`config.mk`:
```
export PLATFORM = sky130hd
export DESIGN_NAME = pmic_interrupt_control
export DESIGN_NICKNAME = d
export VERILOG_FILES = /design/src/stable_filter.v /design/src/edge_event.v /design/src/pmic_interrupt_control.v
export VERILOG_INCLUDE_DIRS = /design/src
export SDC_FILE = /design/constraint.sdc
export NUM_CORES = 1
export LEC_CHECK = 0
export BUFFER_PORTS_ARGS = -buffer_cell sky130_fd_sc_hd__buf_2
export CAP_MARGIN = 20
export CELL_PAD_IN_SITES_DETAIL_PLACEMENT = 1
export CELL_PAD_IN_SITES_GLOBAL_PLACEMENT = 2
export CORE_MARGIN = 2
export CORE_UTILIZATION = 42
export DETAILED_ROUTE_END_ITERATION = 12
export MAX_ROUTING_LAYER = met4
export PLACE_DENSITY_LB_ADDON = 0.1
export REMOVE_ABC_BUFFERS = 1
export SLEW_MARGIN = 20
export SYNTH_ARGS = -nofsm -noshare
export SYNTH_HDL_FRONTEND = slang
export SYNTH_SLANG_ARGS = --single-unit
```
`constraint.sdc`:
```
create_clock -name clk_i -period 9.85 [get_ports clk_i]
set_clock_uncertainty 0.15 [all_clocks]
set_input_delay 0.4925 -clock clk_i [delete_from_list [all_inputs] [get_ports clk_i]]
set_output_delay 0.4925 -clock clk_i [all_outputs]
set_load 0.1 [all_outputs]
```
`src/pmic_irq_regs.vh`:
```
// Register map, field layout and timing constants of the interrupt block
`ifndef PMIC_IRQ_REGS_VH
`define PMIC_IRQ_REGS_VH

// Register byte offsets
`define ADDR_STATUS     12'h000
`define ADDR_MASK       12'h004
`define ADDR_SENSE      12'h008
`define ADDR_BTN_CFG    12'h00C

// Widths
`define N_FLAGS         21
`define N_CHAN          22
`define DB_W            24
`define BTN_CFG_W       6

// Reset values
`define MASK_RESET      21'h0FFFFF
`define BTN_CFG_RESET   6'h00
`define STATUS_RESET    21'h000000

// Flag bit positions and the charger-active channel index
`define F_CONV_DONE     0
`define F_CONV2_DONE    1
`define F_CHG_REVERSE   2
`define F_CHG_SHORT     3
`define F_CHG_FAULT     4
`define F_CHG_CUR_LOW   5
`define F_CHG_DETECT    6
`define F_A_SESSION     7
`define F_B_SESSION     8
`define F_ID_FLOAT      9
`define F_ID_GROUND     10
`define F_ID_FACTORY    11
`define F_BUTTON1       12
`define F_BUTTON2       13
`define F_BUTTON3       14
`define F_THERM_HIGH    15
`define F_THERM_LOW     16
`define F_CLK_SRC       17
`define F_BATT_LOW_DET  18
`define F_BATT_LOW_WARN 19
`define F_LP_BOOT       20
`define C_CHG_ACTIVE    21

// Trigger kinds
`define TRIG_RISE       2'h1
`define TRIG_FALL       2'h2
`define TRIG_DUAL       2'h3

// Timing
`define CLK_HZ          20000000
`define CYC_PER_MS      24'h004E20
`define CYC_PER_US      24'h000014
`define DB_NONE_CYC     24'h000001
`define DB_CHG_REV_MS   24'h000001
`define DB_CHG_FAULT_MS 24'h00000A
`define DB_CHG_CUR_MS   24'h000001
`define DB_CHG_DET_MS   24'h000020
`define DB_CHG_ACT_MS   24'h000064
`define DB_SESS_RISE_MS 24'h000018
`define DB_SESS_FALL_MS 24'h00000C
`define DB_ID_US        24'h00005A
`define DB_BUTTON_MS    24'h00001E
`define DB_THERM_MS     24'h00001E
`define DB_BATT_WARN_US 24'h00001E
`define DB_LP_BOOT_MS   24'h000001

`endif

```
`src/stable_filter.v`:
```
// Debounce filter: output follows input after it stays stable long enough
`timescale 1ns/100ps
`include "pmic_irq_regs.vh"
module stable_filter (
  input  wire                clk_i,
  input  wire                sys_rst_i,
  input  wire                raw_i,
  input  wire [`DB_W-1:0]    rise_len_i,
  input  wire [`DB_W-1:0]    fall_len_i,
  output reg                 level_o
);
  reg  [`DB_W-1:0] count;
  wire [`DB_W-1:0] count_inc;
  wire [`DB_W-1:0] need;

  assign count_inc = count + `DB_W'h1;
  assign need      = raw_i ? rise_len_i : fall_len_i;

  // Restart count on any bounce back to the settled level
  always @(posedge clk_i) begin
    if (sys_rst_i) begin
      count   <= {`DB_W{1'b0}};
      level_o <= 1'b0;
    end else if (raw_i == level_o) begin
      count <= {`DB_W{1'b0}};
    end else if (count_inc >= need) begin
      count   <= {`DB_W{1'b0}};
      level_o <= raw_i;
    end else begin
      count <= count_inc;
    end
  end
endmodule // stable_filter

```
`src/edge_event.v`:
```
// Edge qualifier: one-cycle pulse on the selected edge of a level
`timescale 1ns/100ps
`include "pmic_irq_regs.vh"
module edge_event (
  input  wire       clk_i,
  input  wire       sys_rst_i,
  input  wire       level_i,
  input  wire [1:0] trig_i,
  output wire       pulse_o
);
  reg prev;
  reg primed;

  // No edge is seen in the first cycle after reset
  always @(posedge clk_i) begin
    if (sys_rst_i) begin
      prev   <= 1'b0;
      primed <= 1'b0;
    end else begin
      prev   <= level_i;
      primed <= 1'b1;
    end
  end

  assign pulse_o = primed & (((trig_i == `TRIG_RISE) & level_i & ~prev) |
                             ((trig_i == `TRIG_FALL) & ~level_i & prev) |
                             ((trig_i == `TRIG_DUAL) & (level_i ^ prev)));
endmodule // edge_event

```
`src/pmic_interrupt_control.v`:
```
// Interrupt collection block: debounce, flags, masks, sense and APB slave
//
// Chosen here: the register offsets and the APB interface to the registers.
`timescale 1ns/100ps
`include "pmic_irq_regs.vh"
module pmic_interrupt_control #(
  parameter [`DB_W-1:0] CHG_REV_CYC   = `DB_CHG_REV_MS * `CYC_PER_MS,
  parameter [`DB_W-1:0] CHG_FAULT_CYC = `DB_CHG_FAULT_MS * `CYC_PER_MS,
  parameter [`DB_W-1:0] CHG_CUR_CYC   = `DB_CHG_CUR_MS * `CYC_PER_MS,
  parameter [`DB_W-1:0] CHG_DET_CYC   = `DB_CHG_DET_MS * `CYC_PER_MS,
  parameter [`DB_W-1:0] CHG_ACT_CYC   = `DB_CHG_ACT_MS * `CYC_PER_MS,
  parameter [`DB_W-1:0] SESS_RISE_CYC = `DB_SESS_RISE_MS * `CYC_PER_MS,
  parameter [`DB_W-1:0] SESS_FALL_CYC = `DB_SESS_FALL_MS * `CYC_PER_MS,
  parameter [`DB_W-1:0] BUTTON_CYC    = `DB_BUTTON_MS * `CYC_PER_MS,
  parameter [`DB_W-1:0] THERM_CYC     = `DB_THERM_MS * `CYC_PER_MS,
  parameter [`DB_W-1:0] LP_BOOT_CYC   = `DB_LP_BOOT_MS * `CYC_PER_MS
) (
  input  wire        clk_i,
  input  wire        sys_rst_i,
  input  wire        psel_i,
  input  wire        penable_i,
  input  wire        pwrite_i,
  input  wire [11:0] paddr_i,
  input  wire [31:0] pwdata_i,
  output reg  [31:0] prdata_o,
  output reg         pready_o,
  output reg         pslverr_o,
  input  wire        conv_done_i,
  input  wire        conv2_done_i,
  input  wire        chg_reverse_i,
  input  wire        chg_short_i,
  input  wire [1:0]  chg_fault_sense_i,
  input  wire        chg_current_sense_i,
  input  wire        charger_detect_sense_i,
  input  wire        charger_active_sense_i,
  input  wire        a_session_sense_i,
  input  wire        b_session_sense_i,
  input  wire        id_float_sense_i,
  input  wire        id_ground_sense_i,
  input  wire        id_factory_sense_i,
  input  wire [2:0]  button_i,
  input  wire        thermal_high_sense_i,
  input  wire        thermal_low_sense_i,
  input  wire        clk_src_sense_i,
  input  wire        batt_low_detect_sense_i,
  input  wire        batt_low_warn_sense_i,
  input  wire        lowpower_boot_sense_i,
  input  wire [1:0]  mode_strap_sense_i,
  input  wire [3:0]  seq_strap_sense_i,
  output reg         irq_o
);
  localparam [`DB_W-1:0] ID_CYC   = `DB_ID_US * `CYC_PER_US;
  localparam [`DB_W-1:0] WARN_CYC = `DB_BATT_WARN_US * `CYC_PER_US;

  reg  [`N_FLAGS-1:0]   status;
  reg  [`N_FLAGS-1:0]   mask;
  reg  [`BTN_CFG_W-1:0] button_debounce_ext;
  reg  [24:0]           sense;
  reg  [`N_FLAGS-1:0]   next_status;
  reg  [`N_FLAGS-1:0]   events;
  reg  [`N_FLAGS-1:0]   clear_bits;
  reg  [`N_FLAGS-1:0]   next_mask;
  reg  [31:0]           next_rdata;
  reg                   next_err;
  wire [`N_CHAN-1:0]    raw;
  wire [`N_CHAN-1:0]    settled;
  wire [`N_CHAN-1:0]    pulses;
  wire                  bus_setup;
  wire                  bus_commit;
  wire                  wr_status;
  wire                  wr_mask;
  wire                  wr_btn;
  reg  [`BTN_CFG_W-1:0] next_btn_cfg;
  reg                   next_irq;

  // Rising debounce length per channel
  function [`DB_W-1:0] rise_len_of;
    input integer idx;
    begin
      case (idx)
        `F_CHG_REVERSE, `F_CHG_SHORT: rise_len_of = CHG_REV_CYC;
        `F_CHG_FAULT:                 rise_len_of = CHG_FAULT_CYC;
        `F_CHG_CUR_LOW:               rise_len_of = CHG_CUR_CYC;
        `F_CHG_DETECT:                rise_len_of = CHG_DET_CYC;
        `C_CHG_ACTIVE:                rise_len_of = CHG_ACT_CYC;
        `F_A_SESSION, `F_B_SESSION:   rise_len_of = SESS_RISE_CYC;
        `F_ID_FLOAT, `F_ID_GROUND,
        `F_ID_FACTORY:                rise_len_of = ID_CYC;
        `F_BUTTON1, `F_BUTTON2,
        `F_BUTTON3:                   rise_len_of = BUTTON_CYC;
        `F_THERM_HIGH, `F_THERM_LOW:  rise_len_of = THERM_CYC;
        `F_BATT_LOW_WARN:             rise_len_of = WARN_CYC;
        `F_LP_BOOT:                   rise_len_of = LP_BOOT_CYC;
        default:                      rise_len_of = `DB_NONE_CYC;
      endcase
    end
  endfunction

  // Button falling debounce scaled by its two-bit extension
  function [`DB_W-1:0] button_fall;
    input [1:0] ext;
    begin
      case (ext)
        2'h0:    button_fall = BUTTON_CYC;
        2'h1:    button_fall = BUTTON_CYC + BUTTON_CYC;
        2'h2:    button_fall = BUTTON_CYC + BUTTON_CYC + BUTTON_CYC;
        default: button_fall = BUTTON_CYC + BUTTON_CYC + BUTTON_CYC + BUTTON_CYC;
      endcase
    end
  endfunction

  // Falling debounce length per channel
  function [`DB_W-1:0] fall_len_of;
    input integer                idx;
    input [`BTN_CFG_W-1:0] ext;
    begin
      case (idx)
        `F_A_SESSION, `F_B_SESSION: fall_len_of = SESS_FALL_CYC;
        `F_BUTTON1:                 fall_len_of = button_fall(ext[1:0]);
        `F_BUTTON2:                 fall_len_of = button_fall(ext[3:2]);
        `F_BUTTON3:                 fall_len_of = button_fall(ext[5:4]);
        default:                    fall_len_of = rise_len_of(idx);
      endcase
    end
  endfunction

  // Trigger kind per channel
  function [1:0] trig_of;
    input integer idx;
    begin
      case (idx)
        `F_CONV_DONE, `F_CONV2_DONE, `F_CHG_REVERSE, `F_CHG_SHORT,
        `F_CHG_FAULT, `F_BATT_LOW_DET: trig_of = `TRIG_RISE;
        `F_CHG_CUR_LOW:                trig_of = `TRIG_FALL;
        default:                       trig_of = `TRIG_DUAL;
      endcase
    end
  endfunction

  // Committed write to one register offset
  function write_hit;
    input        commit;
    input [11:0] addr;
    input [11:0] target;
    begin
      write_hit = commit & (addr == target);
    end
  endfunction

  // Raw source levels per channel
  assign raw[`F_CONV_DONE]     = conv_done_i;
  assign raw[`F_CONV2_DONE]    = conv2_done_i;
  assign raw[`F_CHG_REVERSE]   = chg_reverse_i;
  assign raw[`F_CHG_SHORT]     = chg_short_i;
  assign raw[`F_CHG_FAULT]     = |chg_fault_sense_i;
  assign raw[`F_CHG_CUR_LOW]   = chg_current_sense_i;
  assign raw[`F_CHG_DETECT]    = charger_detect_sense_i;
  assign raw[`F_A_SESSION]     = a_session_sense_i;
  assign raw[`F_B_SESSION]     = b_session_sense_i;
  assign raw[`F_ID_FLOAT]      = id_float_sense_i;
  assign raw[`F_ID_GROUND]     = id_ground_sense_i;
  assign raw[`F_ID_FACTORY]    = id_factory_sense_i;
  assign raw[`F_BUTTON1]       = button_i[0];
  assign raw[`F_BUTTON2]       = button_i[1];
  assign raw[`F_BUTTON3]       = button_i[2];
  assign raw[`F_THERM_HIGH]    = thermal_high_sense_i;
  assign raw[`F_THERM_LOW]     = thermal_low_sense_i;
  assign raw[`F_CLK_SRC]       = clk_src_sense_i;
  assign raw[`F_BATT_LOW_DET]  = batt_low_detect_sense_i;
  assign raw[`F_BATT_LOW_WARN] = batt_low_warn_sense_i;
  assign raw[`F_LP_BOOT]       = lowpower_boot_sense_i;
  assign raw[`C_CHG_ACTIVE]    = charger_active_sense_i;

  // Debounce then edge qualification per channel
  genvar g;
  generate
    for (g = 0; g < `N_CHAN; g = g + 1) begin : chan
      stable_filter u_filter (
        .clk_i      (clk_i),
        .sys_rst_i  (sys_rst_i),
        .raw_i      (raw[g]),
        .rise_len_i (rise_len_of(g)),
        .fall_len_i (fall_len_of(g, button_debounce_ext)),
        .level_o    (settled[g])
      );
      edge_event u_edge (
        .clk_i     (clk_i),
        .sys_rst_i (sys_rst_i),
        .level_i   (settled[g]),
        .trig_i    (trig_of(g)),
        .pulse_o   (pulses[g])
      );
    end
  endgenerate

  assign bus_setup  = psel_i & penable_i & ~pready_o;
  assign bus_commit = psel_i & penable_i & pready_o & pwrite_i;

  // Register write strobes
  assign wr_status = write_hit(bus_commit, paddr_i, `ADDR_STATUS);
  assign wr_mask   = write_hit(bus_commit, paddr_i, `ADDR_MASK);
  assign wr_btn    = write_hit(bus_commit, paddr_i, `ADDR_BTN_CFG);

  // Flag, mask, setting and request next values
  always @* begin
    events = pulses[`N_FLAGS-1:0];
    events[`F_CHG_DETECT] = pulses[`F_CHG_DETECT] | pulses[`C_CHG_ACTIVE];
    clear_bits   = {`N_FLAGS{1'b0}};
    next_mask    = mask;
    next_btn_cfg = button_debounce_ext;
    if (wr_status) begin
      clear_bits = pwdata_i[`N_FLAGS-1:0];
    end
    if (wr_mask) begin
      next_mask = pwdata_i[`N_FLAGS-1:0];
    end
    if (wr_btn) begin
      next_btn_cfg = pwdata_i[`BTN_CFG_W-1:0];
    end
    next_status = (status & ~clear_bits) | events;
    next_irq    = |(next_status & ~next_mask);
  end

  // Read data and error for the access in progress
  always @* begin
    next_rdata = 32'h00000000;
    next_err   = 1'b0;
    case (paddr_i)
      `ADDR_STATUS:  next_rdata[`N_FLAGS-1:0] = status;
      `ADDR_MASK:    next_rdata[`N_FLAGS-1:0] = mask;
      `ADDR_SENSE:   next_rdata[24:0] = sense;
      `ADDR_BTN_CFG: next_rdata[`BTN_CFG_W-1:0] = button_debounce_ext;
      default:       next_err = 1'b1;
    endcase
  end

  // Event flags
  always @(posedge clk_i) begin
    if (sys_rst_i) begin
      status <= `STATUS_RESET;
    end else begin
      status <= next_status;
    end
  end

  // Mask bits
  always @(posedge clk_i) begin
    if (sys_rst_i) begin
      mask <= `MASK_RESET;
    end else begin
      mask <= next_mask;
    end
  end

  // Button fall extension setting
  always @(posedge clk_i) begin
    if (sys_rst_i) begin
      button_debounce_ext <= `BTN_CFG_RESET;
    end else begin
      button_debounce_ext <= next_btn_cfg;
    end
  end

  // Interrupt request pin
  always @(posedge clk_i) begin
    if (sys_rst_i) begin
      irq_o <= 1'b0;
    end else begin
      irq_o <= next_irq;
    end
  end

  // Live sense snapshot, never written by software
  always @(posedge clk_i) begin
    if (sys_rst_i) begin
      sense <= 25'h0000000;
    end else begin
      sense <= {seq_strap_sense_i, mode_strap_sense_i,
                lowpower_boot_sense_i, batt_low_warn_sense_i,
                batt_low_detect_sense_i, clk_src_sense_i,
                thermal_low_sense_i, thermal_high_sense_i,
                button_i, id_factory_sense_i, id_ground_sense_i,
                id_float_sense_i, b_session_sense_i, a_session_sense_i,
                charger_active_sense_i, charger_detect_sense_i,
                chg_current_sense_i, chg_fault_sense_i};
    end
  end

  // APB answer: one wait state, ready for one cycle
  always @(posedge clk_i) begin
    if (sys_rst_i) begin
      pready_o <= 1'b0;
    end else begin
      pready_o <= bus_setup;
    end
  end

  // Error response, only alongside ready
  always @(posedge clk_i) begin
    if (sys_rst_i) begin
      pslverr_o <= 1'b0;
    end else if (bus_setup) begin
      pslverr_o <= next_err;
    end else begin
      pslverr_o <= 1'b0;
    end
  end

  // Read data, zero outside a read answer
  always @(posedge clk_i) begin
    if (sys_rst_i) begin
      prdata_o <= 32'h00000000;
    end else if (bus_setup && !pwrite_i) begin
      prdata_o <= next_rdata;
    end else begin
      prdata_o <= 32'h00000000;
    end
  end
endmodule // pmic_interrupt_control

```
# Word-level counts from Yosys, hierarchy flattened
# Index checks and enable logic that the tools add are counted.
# totals
input_bits,78
regBits,681
# classes
bitwise,90
n_eq_ne,31
muxes,14
n_reduce_logical,56
n_addsub,22
magnitude_cmp,22
# op_table
op,n
$add A24 B1 Y24 const B,22
$pmux W22 S3,3
$ge A24 B24 Y1,5
$ge A24 B1 Y1 const B,4
$ge A24 B15 Y1 const B,4
$ge A24 B11 Y1 const B,3
$ge A24 B20 Y1 const B,3
$reduce_or A3 Y1,23
$mux W22,3
$pmux W15 S3,1
$reduce_and A2 Y1,22
$and A21 B21 Y21,2
$mux W21,2
$not A21 Y21,2
$mux W19,2
$and A1 B1 Y1,36
$not A1 Y1,33
$eq A12 B4 Y1 const B,2
$ge A24 B10 Y1 const B,1
$ge A24 B18 Y1 const B,1
$ge A24 B21 Y1 const B,1
$pmux W6 S4,1
$eq A1 B1 Y1,22
$or A21 B21 Y21,1
13 further kinds,36

# Longest topological paths before layout
# Gate-level depths: netlist of run 1.
# logic_depth
ltp_word,10
mapped_depth,17

# By module
# A second synthesis of run 1 with hierarchy kept.
# hier_totals
cells_unflattened,5249
area_unflattened_um2,50717.4
# modules_own_cells
mod,area_each_um2,cells_each,instances
stable_filter (chan[11].u_filter ...),1983.2,207,14
stable_filter (chan[0].u_filter ...),2137.0,208,5
pmic_interrupt_control,4570.6,537,1
stable_filter (chan[19].u_filter),2112.0,209,1
stable_filter (chan[6].u_filter),2103.3,209,1
stable_filter (chan[9].u_filter),1913.1,202,1
edge_event,71.3,7,22

# Least setup slack after synthesis of run 1
# Ideal clock, no wire load.
# synth_path
path_kind,register -> register
start,register chan[13].u_filter.count[2]
end,register chan[13].u_filter.count[12]
synth_period_minus_slack_ns,3.501
slack_ns,6.349
setup_time_ns,0.066
arrival_time_ns,3.285
stages_incl_launch_ff,17
required_time_ns,9.634
path_cell_list,dfxtp_1 -> clkbuf_1 -> nand3_1 -> or4_1 -> clkbuf_1 -> nand2b_1 -> nor2_1 -> xor2_1 -> ha_1 -> a21o_1 -> a21oi_1 -> o22ai_1 -> nor3_1 -> o31ai_1 -> a2111o_1 -> clkbuf_1 -> nor2b_1
# synth_via
elab_chain_len,3
# synth_rtl
item,line_no,text
from (decl),stable_filter.v:12,reg [`DB_W-1:0] count;
from (signal assigned),stable_filter.v:22,count <= {`DB_W{1'b0}};
from (signal assigned),stable_filter.v:25,count <= {`DB_W{1'b0}};
from (signal assigned),stable_filter.v:27,count <= {`DB_W{1'b0}};
$add A24 B1 Y24,stable_filter.v:16,assign count_inc = count + `DB_W'h1;
net chan[13].u_filter.count_inc[17],stable_filter.v:13,wire [`DB_W-1:0] count_inc;
$ge A24 B24 Y1,stable_filter.v:26,end else if (count_inc >= need) begin
$reduce_or A3 Y1 (no line),-,
# The timed path passes the listed nets, and every way through them passes these cells.
# A chain may end at the register's enable or synchronous reset.

# Worst setup path after layout of run 1
# layout_path
start,register chan[13].u_filter.count[0]
end,register chan[13].u_filter.count[11]
# The elaborated chain is that of the path after synthesis.

==> results of run 1 <==
## area by class of cell
cell class,instances,share of cell area
clock buffer,114,0.0622
antenna,14,0.000942
sequential,674,0.363
clock inverter,26,0.00868
inverter,80,0.00808
timing repair buffer,146,0.0260
tap,978,0.0329
multi-input combinational,2952,0.498
## metal layers
layer	GRT usage	vias to the layer above
li1	-	13390
met1	0.270	12987
met2	0.367	302
met3	0.0364	156
met4	0.0821	0
met5	-	-
## path summary, 6_finish.rpt
| path | from | end | slack [ns] | depth (start not counted) |
|---|---|---|---|---|
| max reg2reg | chan[13].u_filter.count[0]$_SDFF_PP0_ | chan[13].u_filter.count[11]$_SDFF_PP0_ | 5.40 | 13 |
| min reg2reg | sense[22]$_SDFF_PP0_ | prdata_o[22]$_SDFF_PP0_ | 0.28 | 1 |
| max | chan[13].u_filter.count[0]$_SDFF_PP0_ | chan[13].u_filter.count[11]$_SDFF_PP0_ | 5.40 | 13 |
| min | thermal_low_sense_i | sense[14]$_SDFF_PP0_ | 0.05 | 2 |
## sequential cells by signal, summed over array words and instances (netlist names)
signal,flops
pready_o,1
button_debounce_ext,6
pslverr_o,1
sense,25
prdata_o,25
status,21
chan.u_filter.level_o,22
chan.u_edge.prev,22
chan.u_filter.count,528
chan.u_edge.primed,1
mask,21
irq_o,1
## stage by stage
step           hold WS (ns)  setup slack (ns)
2_1_floorplan         0.256              6.18
3_3_place_gp          0.262              5.36
3_5_place_dp          0.271              5.19
4_1_cts              0.0136              5.16
5_1_grt              0.0368              5.00
6_report             0.0538              5.40
## placed cells by master, fill, tap and decap left out, types with 15 or more instances in the layout
| cell type | n |
|---|---|
| a211o_1 | 15 |
| a211oi_1 | 16 |
| a21o_1 | 16 |
| a21oi_1 | 116 |
| a31oi_1 | 40 |
| and2_1 | 29 |
| and3_1 | 93 |
| and4_1 | 50 |
| buf_2 | 93 |
| buf_4 | 16 |
| clkbuf_1 | 17 |
| clkbuf_16 | 81 |
| clkbuf_8 | 16 |
| conb_1 | 221 |
| dfxtp_1 | 674 |
| dlygate4sd3_1 | 35 |
| ha_1 | 105 |
| inv_1 | 80 |
| mux2_2 | 25 |
| mux2i_1 | 43 |
| nand2_1 | 286 |
| nand2b_1 | 25 |
| nand3_1 | 195 |
| nand4_1 | 123 |
| nor2_1 | 430 |
| nor2b_1 | 125 |
| nor3_1 | 102 |
| nor4_1 | 84 |
| o21ai_0 | 74 |
| or3_1 | 28 |
| or4_1 | 16 |
| xnor2_1 | 200 |
| xor2_1 | 162 |
## synthesized netlist by cell type (15+ instances only)
master,n
dfxtp_1,674
buf_2,23
xnor2_1,200
nor3_1,103
inv_1,80
nand2_1,286
ha_1,105
a21o_1,16
a21oi_1,117
or3_1,29
mux2_2,25
a211oi_1,16
nand3_1,195
mux2i_1,43
or4_1,16
nand4_1,123
nor4_1,85
and4_1,50
and2_1,29
clkbuf_1,94
xor2_1,162
and3_1,93
a211o_1,15
o21ai_0,74
nor2_1,431
nand2b_1,25
nor2b_1,125
a31oi_1,40
## power breakdown
part / switching (mW) / internal (mW)
sequential: 0.0617 / 2.80
combinational: 0.154 / 0.104
clock: 1.15 / 1.78
## logic make-up (layout without fill, tap and decap cells)
logic type,after synthesis,after routing,synth area share
AO/OA/AOI/OAI,488,488,0.106
XOR/XNOR,362,362,0.0988
adder cells (fa/ha/maj),105,105,0.0410
buffers and inverters,215,366,0.0285
flip-flops,674,674,0.421
multiplexers,75,75,0.0268
other,1,235,0.000117
AND/OR/NAND/NOR,1701,1701,0.278
## worst max-delay path, cell delays in order, from the launching register on
cell      delay, ns
dfxtp_1        0.37
ha_1           0.30
nand4_1        0.24
nor3_1         0.70
nand4_1        0.23
xnor2_1        0.29
ha_1           0.29
a21o_1         0.18
a211oi_1       0.23
o22ai_1        0.12
nor3_1         0.14
o31ai_1        0.13
a2111o_1       0.75
nor2b_1        0.24
## timing repair
item                                   4_1_cts  5_1_grt
hold buffers                                35        0
buffers inserted                             0        0
endpoints found under the hold margin       40        0
gates resized for setup                      0        0
==> metrics.csv, run 1 <==
stage,metric,value,unit
outcome,status,"complete, no violations",
timing,slew_headroom,0.350,
synth,synth_cells,3621,
routing,wl_met2,39.8,mm
layout,utilization,0.490,
synth,ys_warn_count,0,
cts,htree_levels,3,
timing,slew_violations,0,
timing,fin_setup_tns,0,ns
routing,wire_per_inst,16.9,um
floorplanning,core-area,75800,um^2
routing,wl_met1,38.5,mm
floorplanning,io_pins,113,
layout,final_layout_size_suffix_gt1_frac,0.0839,
synth,synth_area_leaders,"dfxtp_1, xnor2_1, nor2_1, xor2_1, ha_1",
synth,synth_top_area_frac,0.421,
worst_setup_path,worst_setup_path_end_kind,flip-flop,
floorplanning,rows,101,
layout,final_cell_count_no_fill,4984,
floorplanning,die_h,280,um
worst_setup_path,critical_path_class,reg2reg,
layout,multi_input_area,18500,um^2
cts,cts_root_buf,clkbuf_16,
place,io_buffers,94,
worst_setup_path,cp-start-kind,flip-flop,
synth,async_flop_share,0,
routing,dr.pass1.iters,5,
timing,tightest_slew,0.967,ns
synth,ys_ff_latch,674,
timing,finalSetupViolCount,0,
cts,cts_buffers,77,
layout,nets,4114,
routing,drc,0,
worst_setup_path,worstPathArrival,4.84,ns
synth,netlist_area,32100,um^2
power,cellLeakagePower,14.0,nW
synth,synth_top_area_cell,dfxtp_1,
grt,grt_remaining_overflow,0,
worst_setup_path,path_max_fanout,22,
routing,finalWirelength,84.4,mm
place,dp_hpwl,61.7,mm
cts,clkLatencyLatePin,0.62,ns
cts,clockBufferDepth,3,
synth,ys.flop_type,dfxtp_1,
cts,path_clk_slew,0.06,ns
routing,postRouteAntennaNets,0,
place,postPlaceCellArea,34100,um^2
synth,ys_types,104,
grt,antenna_found_initial,14,
place,gp_congestion,0.864,
synth,postSynthAreaPerCell,8.86,um^2
floorplanning,fp.dieW,280,um
layout,postLayoutCellArea,37200,um^2
layout,register_area,13500,um^2
worst_setup_path,critPathRequiredTime,10.24,ns
routing,vias_per_cell,5.38,
run,maxCapViolCount,0,
routing,drt_iter0_drc,1041,
floorplanning,die_area,78600,um^2
grt,grt_pass1_vias,27718,
routing,vias,26835,
floorplanning,start_util,0.423,
timing,fmax,225,MHz
layout,area_growth,15.9,%
cts,clock_sinks,674,
layout,fill_cells,8931,
routing,top_layer,met4,
timing,rsz0062_at_grt,false,
worst_hold_path,hold_path_class,in2reg,
grt,grtUsageTotal,0.221,
power,powerDensity,163,nW/um^2
timing,fin_crit,4.45,ns
power,power,6.05,mW
place,place_inst,4794,
timing,hold_viol,0,
cts,cts_tree,done,
routing,dr_wl_met3,3.16,mm
grt,grt_start_max_net_pins,54,
grt,grt_pass1_wl,140,mm
power,ir_worst_vdd,0.000125,V
synth,synth_edf_count,0,
synth,synth_seq_area_share,0.421,
timing,period_share,0.452,
(Power assumes the default switching activity.)
==> inputs of run 2 (changes only) <==
--- a/config.mk
+++ b/config.mk
@@ -11,7 +11,7 @@
 export CELL_PAD_IN_SITES_DETAIL_PLACEMENT = 1
 export CELL_PAD_IN_SITES_GLOBAL_PLACEMENT = 2
 export CORE_MARGIN = 2
-export CORE_UTILIZATION = 42
+export CORE_UTILIZATION = 35
 export DETAILED_ROUTE_END_ITERATION = 12
 export MAX_ROUTING_LAYER = met4
 export PLACE_DENSITY_LB_ADDON = 0.1
==> constraint.sdc (replaced) <==
create_clock -name clk_i -period 3.8 [get_ports clk_i]
set_clock_uncertainty 0.15 [all_clocks]
set_input_delay 0.19 -clock clk_i [delete_from_list [all_inputs] [get_ports clk_i]]
set_output_delay 0.19 -clock clk_i [all_outputs]
set_load 0.1 [all_outputs]
==> run 2 against run 1 <==
Against the previous run:
- worst hold slack better by 0.095 ns
- sequential power grew to 2.6 times the previous value
- first-iteration DRC count up 6.1%
- utilization fell by 6.8 points
- flip-flop and latch count unchanged
- via count shrank 0.83%
- register-to-register slack worse by 5.2 ns
- sequential share of layout area fell by 1.2 points
- cell count grew 6.1%
- critical path depth is 1 higher
- non-clock buffer count up 88
- global-route usage fell by 3.5 points
==> metrics.csv, run 2 (same netlist as run 1, synthesis figures left out) <==
stage,metric,value,unit,change
layout,reg_top3,"chan.u_filter.count x528, prdata_o x25, sense x25",,
floorplanning,core-area,91200,um^2,+20%
power,powerDensity,425,nW/um^2,+160%
grt,grt_start_max_net_pins,42,,-22%
power,power,16.4,mW,+170%
power,cellLeakagePower,14.5,nW,+4.1%
run,maxCapViolCount,0,,unchanged
timing,rsz0062_at_grt,false,,
worst_setup_path,crit_family,simple AND/OR/NAND/NOR gates,,
layout,regMostFlops,chan.u_filter.count,,
routing,vias_per_cell,5.03,,-6.5%
worst_setup_path,crit_chain,ha_2 -> and3_4 -> nand3_2 -> nor2_2 -> xor2_1 -> ha_1 -> and4_1 -> o311ai_0 -> o2111ai_1 -> a311oi_2 -> a2111oi_1 -> or4b_4 -> buf_6 -> nor2_1,,
floorplanning,die_area,94100,um^2,+20%
power,ir_worst_vdd,0.000265,V,+110%
power,comb_power_share,0.042,,about the same
grt,grt_busiest_layer,met2,,
layout,fill_cells,10738,,+20%
timing,finalSetupViolCount,0,,unchanged
timing,fmax,280,MHz,+24%
layout,layout_common_cells,"dfxtp_1, nor2_1, nand2_1",,
routing,drt_iter0_drc,1104,,+6.1%
cts,clockBufferDepth,3,,unchanged
grt,grtUsageMet2,0.293,,-0.0748
grt,grt_pass1_wl,140,mm,+0.14%
layout,area_growth,20.1,%,
worst_setup_path,cp_slowest_cell,or4b_4,,
worst_setup_path,critical_path_buf_inv_count,1,,+1
timing,tightest_slew,1.12,ns,+0.156 ns
place,gp_congestion,0.793,,-8.2%
timing,hold_viol,0,,unchanged
routing,postRouteAntennaNets,0,,unchanged
layout,final_common_cell,dfxtp_1,,
layout,largest_reg_flops,528,,unchanged
cts,path_clk_slew,0.06,ns,about the same
worst_setup_path,worst_setup_path_end_kind,flip-flop,,
grt,grt_remaining_overflow,0,,unchanged
timing,slew_violations,0,,unchanged
timing,setup_slack,0.224,ns,-5.17 ns
routing,dr.pass1.iters,4,,-1
cts,cts_buffers,82,,+6.5%
outcome,status,"complete, no violations",,
layout,nets,4207,,+2.3%
cts,htree_levels,3,,unchanged
place,dp_hpwl,61.0,mm,-1.0%
floorplanning,rows,111,,+9.9%
worst_setup_path,critical_path_class,reg2reg,,
cts,clock_sinks,674,,unchanged
routing,wire_per_inst,16.1,um,-4.9%
layout,final_layout_size_suffix_gt1_frac,0.106,,+0.0217
floorplanning,io_pins,113,,unchanged
worst_setup_path,cp-start-kind,flip-flop,,
grt,antenna_found_initial,13,,-1
timing,fin_crit,3.58,ns,-0.876 ns
worst_setup_path,critPathRequiredTime,4.20,ns,-6.04 ns
routing,vias,26612,,-0.83%
grt,grt_pass1_vias,26580,,-4.1%
timing,fin_setup_tns,0,ns,unchanged
floorplanning,start_util,0.352,,-0.0715
power,p_int,12.6,mW,+170%
worst_setup_path,critPathMaxStageDelay,0.58,ns,-0.17 ns
timing,period_share,0.941,,+0.489
routing,drc,0,,unchanged
worst_setup_path,path_max_fanout,11,,-50%
grt,use_met3,0.0333,,-0.00310
grt,met1_usage,0.247,,-0.0228
cts,clkLatencyLatePin,0.64,ns,+0.02 ns
place,io_buffers,94,,unchanged
routing,finalWirelength,85.2,mm,+0.95%
power,p_sw_frac,0.229,,+0.00301
grt,grtUsageTotal,0.186,,-0.0352
cts,cts_tree,done,,
power,power.switching,3.75,mW,+170%
floorplanning,fp.dieW,307,um,+9.4%
worst_setup_path,worstPathArrival,3.98,ns,-0.86 ns
power,power.share.clock,0.505,,+0.020
worst_hold_path,hold_path_class,in2reg,,
cts,cts_root_buf,clkbuf_16,,
power,seqPwrFrac,0.452,,-0.020
timing,slew_headroom,0.245,,-0.106
floorplanning,die_h,307,um,+9.4%
place,post-place-ws,0.133,ns,-5.06 ns
==> run 2: cell count changes in the layout (fill, tap and decap cells not counted), sizes merged <==
cell,delta
clkbuf,-2
clkinv,+5
clkinvlp,+3
dlygate4sd3,+31
bufinv,+3
buf,+57
==> run 2: stage by stage <==
step,cells,hold slack [ns],util,instance area (um^2)
final,5289,0.149,0.422,38500
after global routing,5287,0.179,0.422,38500
after detailed placement,5059,0.261,0.382,34800
after floorplan,3706,0.109,-,32300
after global placement,5059,0.251,0.382,34800
after CTS,5274,0.0934,0.421,38400
==> run 2: final timing paths <==
kind / slack, ns / to / cells past startpoint / startpoint
setup / recovery: 0.22 / chan[8].u_filter.count[4]$_SDFF_PP0_ / 14 / chan[8].u_filter.count[0]$_SDFF_PP0_
hold / removal: 0.15 / mask[5]$_SDFF_PP1_ / 6 / paddr_i[11]
setup reg to reg: 0.22 / chan[8].u_filter.count[4]$_SDFF_PP0_ / 14 / chan[8].u_filter.count[0]$_SDFF_PP0_
hold reg to reg: 0.28 / prdata_o[22]$_SDFF_PP0_ / 1 / sense[22]$_SDFF_PP0_
==> run 2: final cells by class <==
cell class / count / area [um^2] / area share
multi-input cells: 2952 / 18600 / 0.483
inverters: 80 / 300 / 0.00779
repair buffers: 234 / 1720 / 0.0447
flip-flops and latches: 674 / 13500 / 0.350
diodes: 14 / 35.0 / 0.000909
clock inverters: 37 / 445 / 0.0116
clock buffers: 112 / 2430 / 0.0631
well taps: 1186 / 1480 / 0.0385
==> run 2: worst min-delay path: stages <==
cell and delay (ns):
buf_2 0.11, nor2_1 0.05, nand3_1 0.09, nor3_2 0.04, buf_4 0.23, o21ai_0 0.17
==> run 2: power by group through the flow <==
| stage | combinational [mW] | clock [mW] | sequential [mW] |
|---|---|---|---|
| final | 0.696 | 8.28 | 7.41 |
| after CTS | 0.699 | 8.59 | 7.41 |
| after global routing | 0.778 | 8.87 | 7.44 |
| after global placement | 0.628 | 0 | 7.56 |
| after floorplan | 0.397 | 0 | 7.53 |
| after detailed placement | 0.634 | 0 | 7.57 |
==> run 2: per-layer routing <==
layer  vias up  wire length (um)
li1      13579                 -
met2       226             38700
met1     12704             42100
met4         0              1410
met5         -                 0
met3       103              3020
==> run 2: what timing repair did <==
action | 4_1_cts | 5_1_grt
setup buffers | 0 | 1
gates resized for setup | 0 | 28
hold endpoints to repair | 164 | 0
hold buffers | 66 | 0
endpoints found under the setup margin | 0 | 69
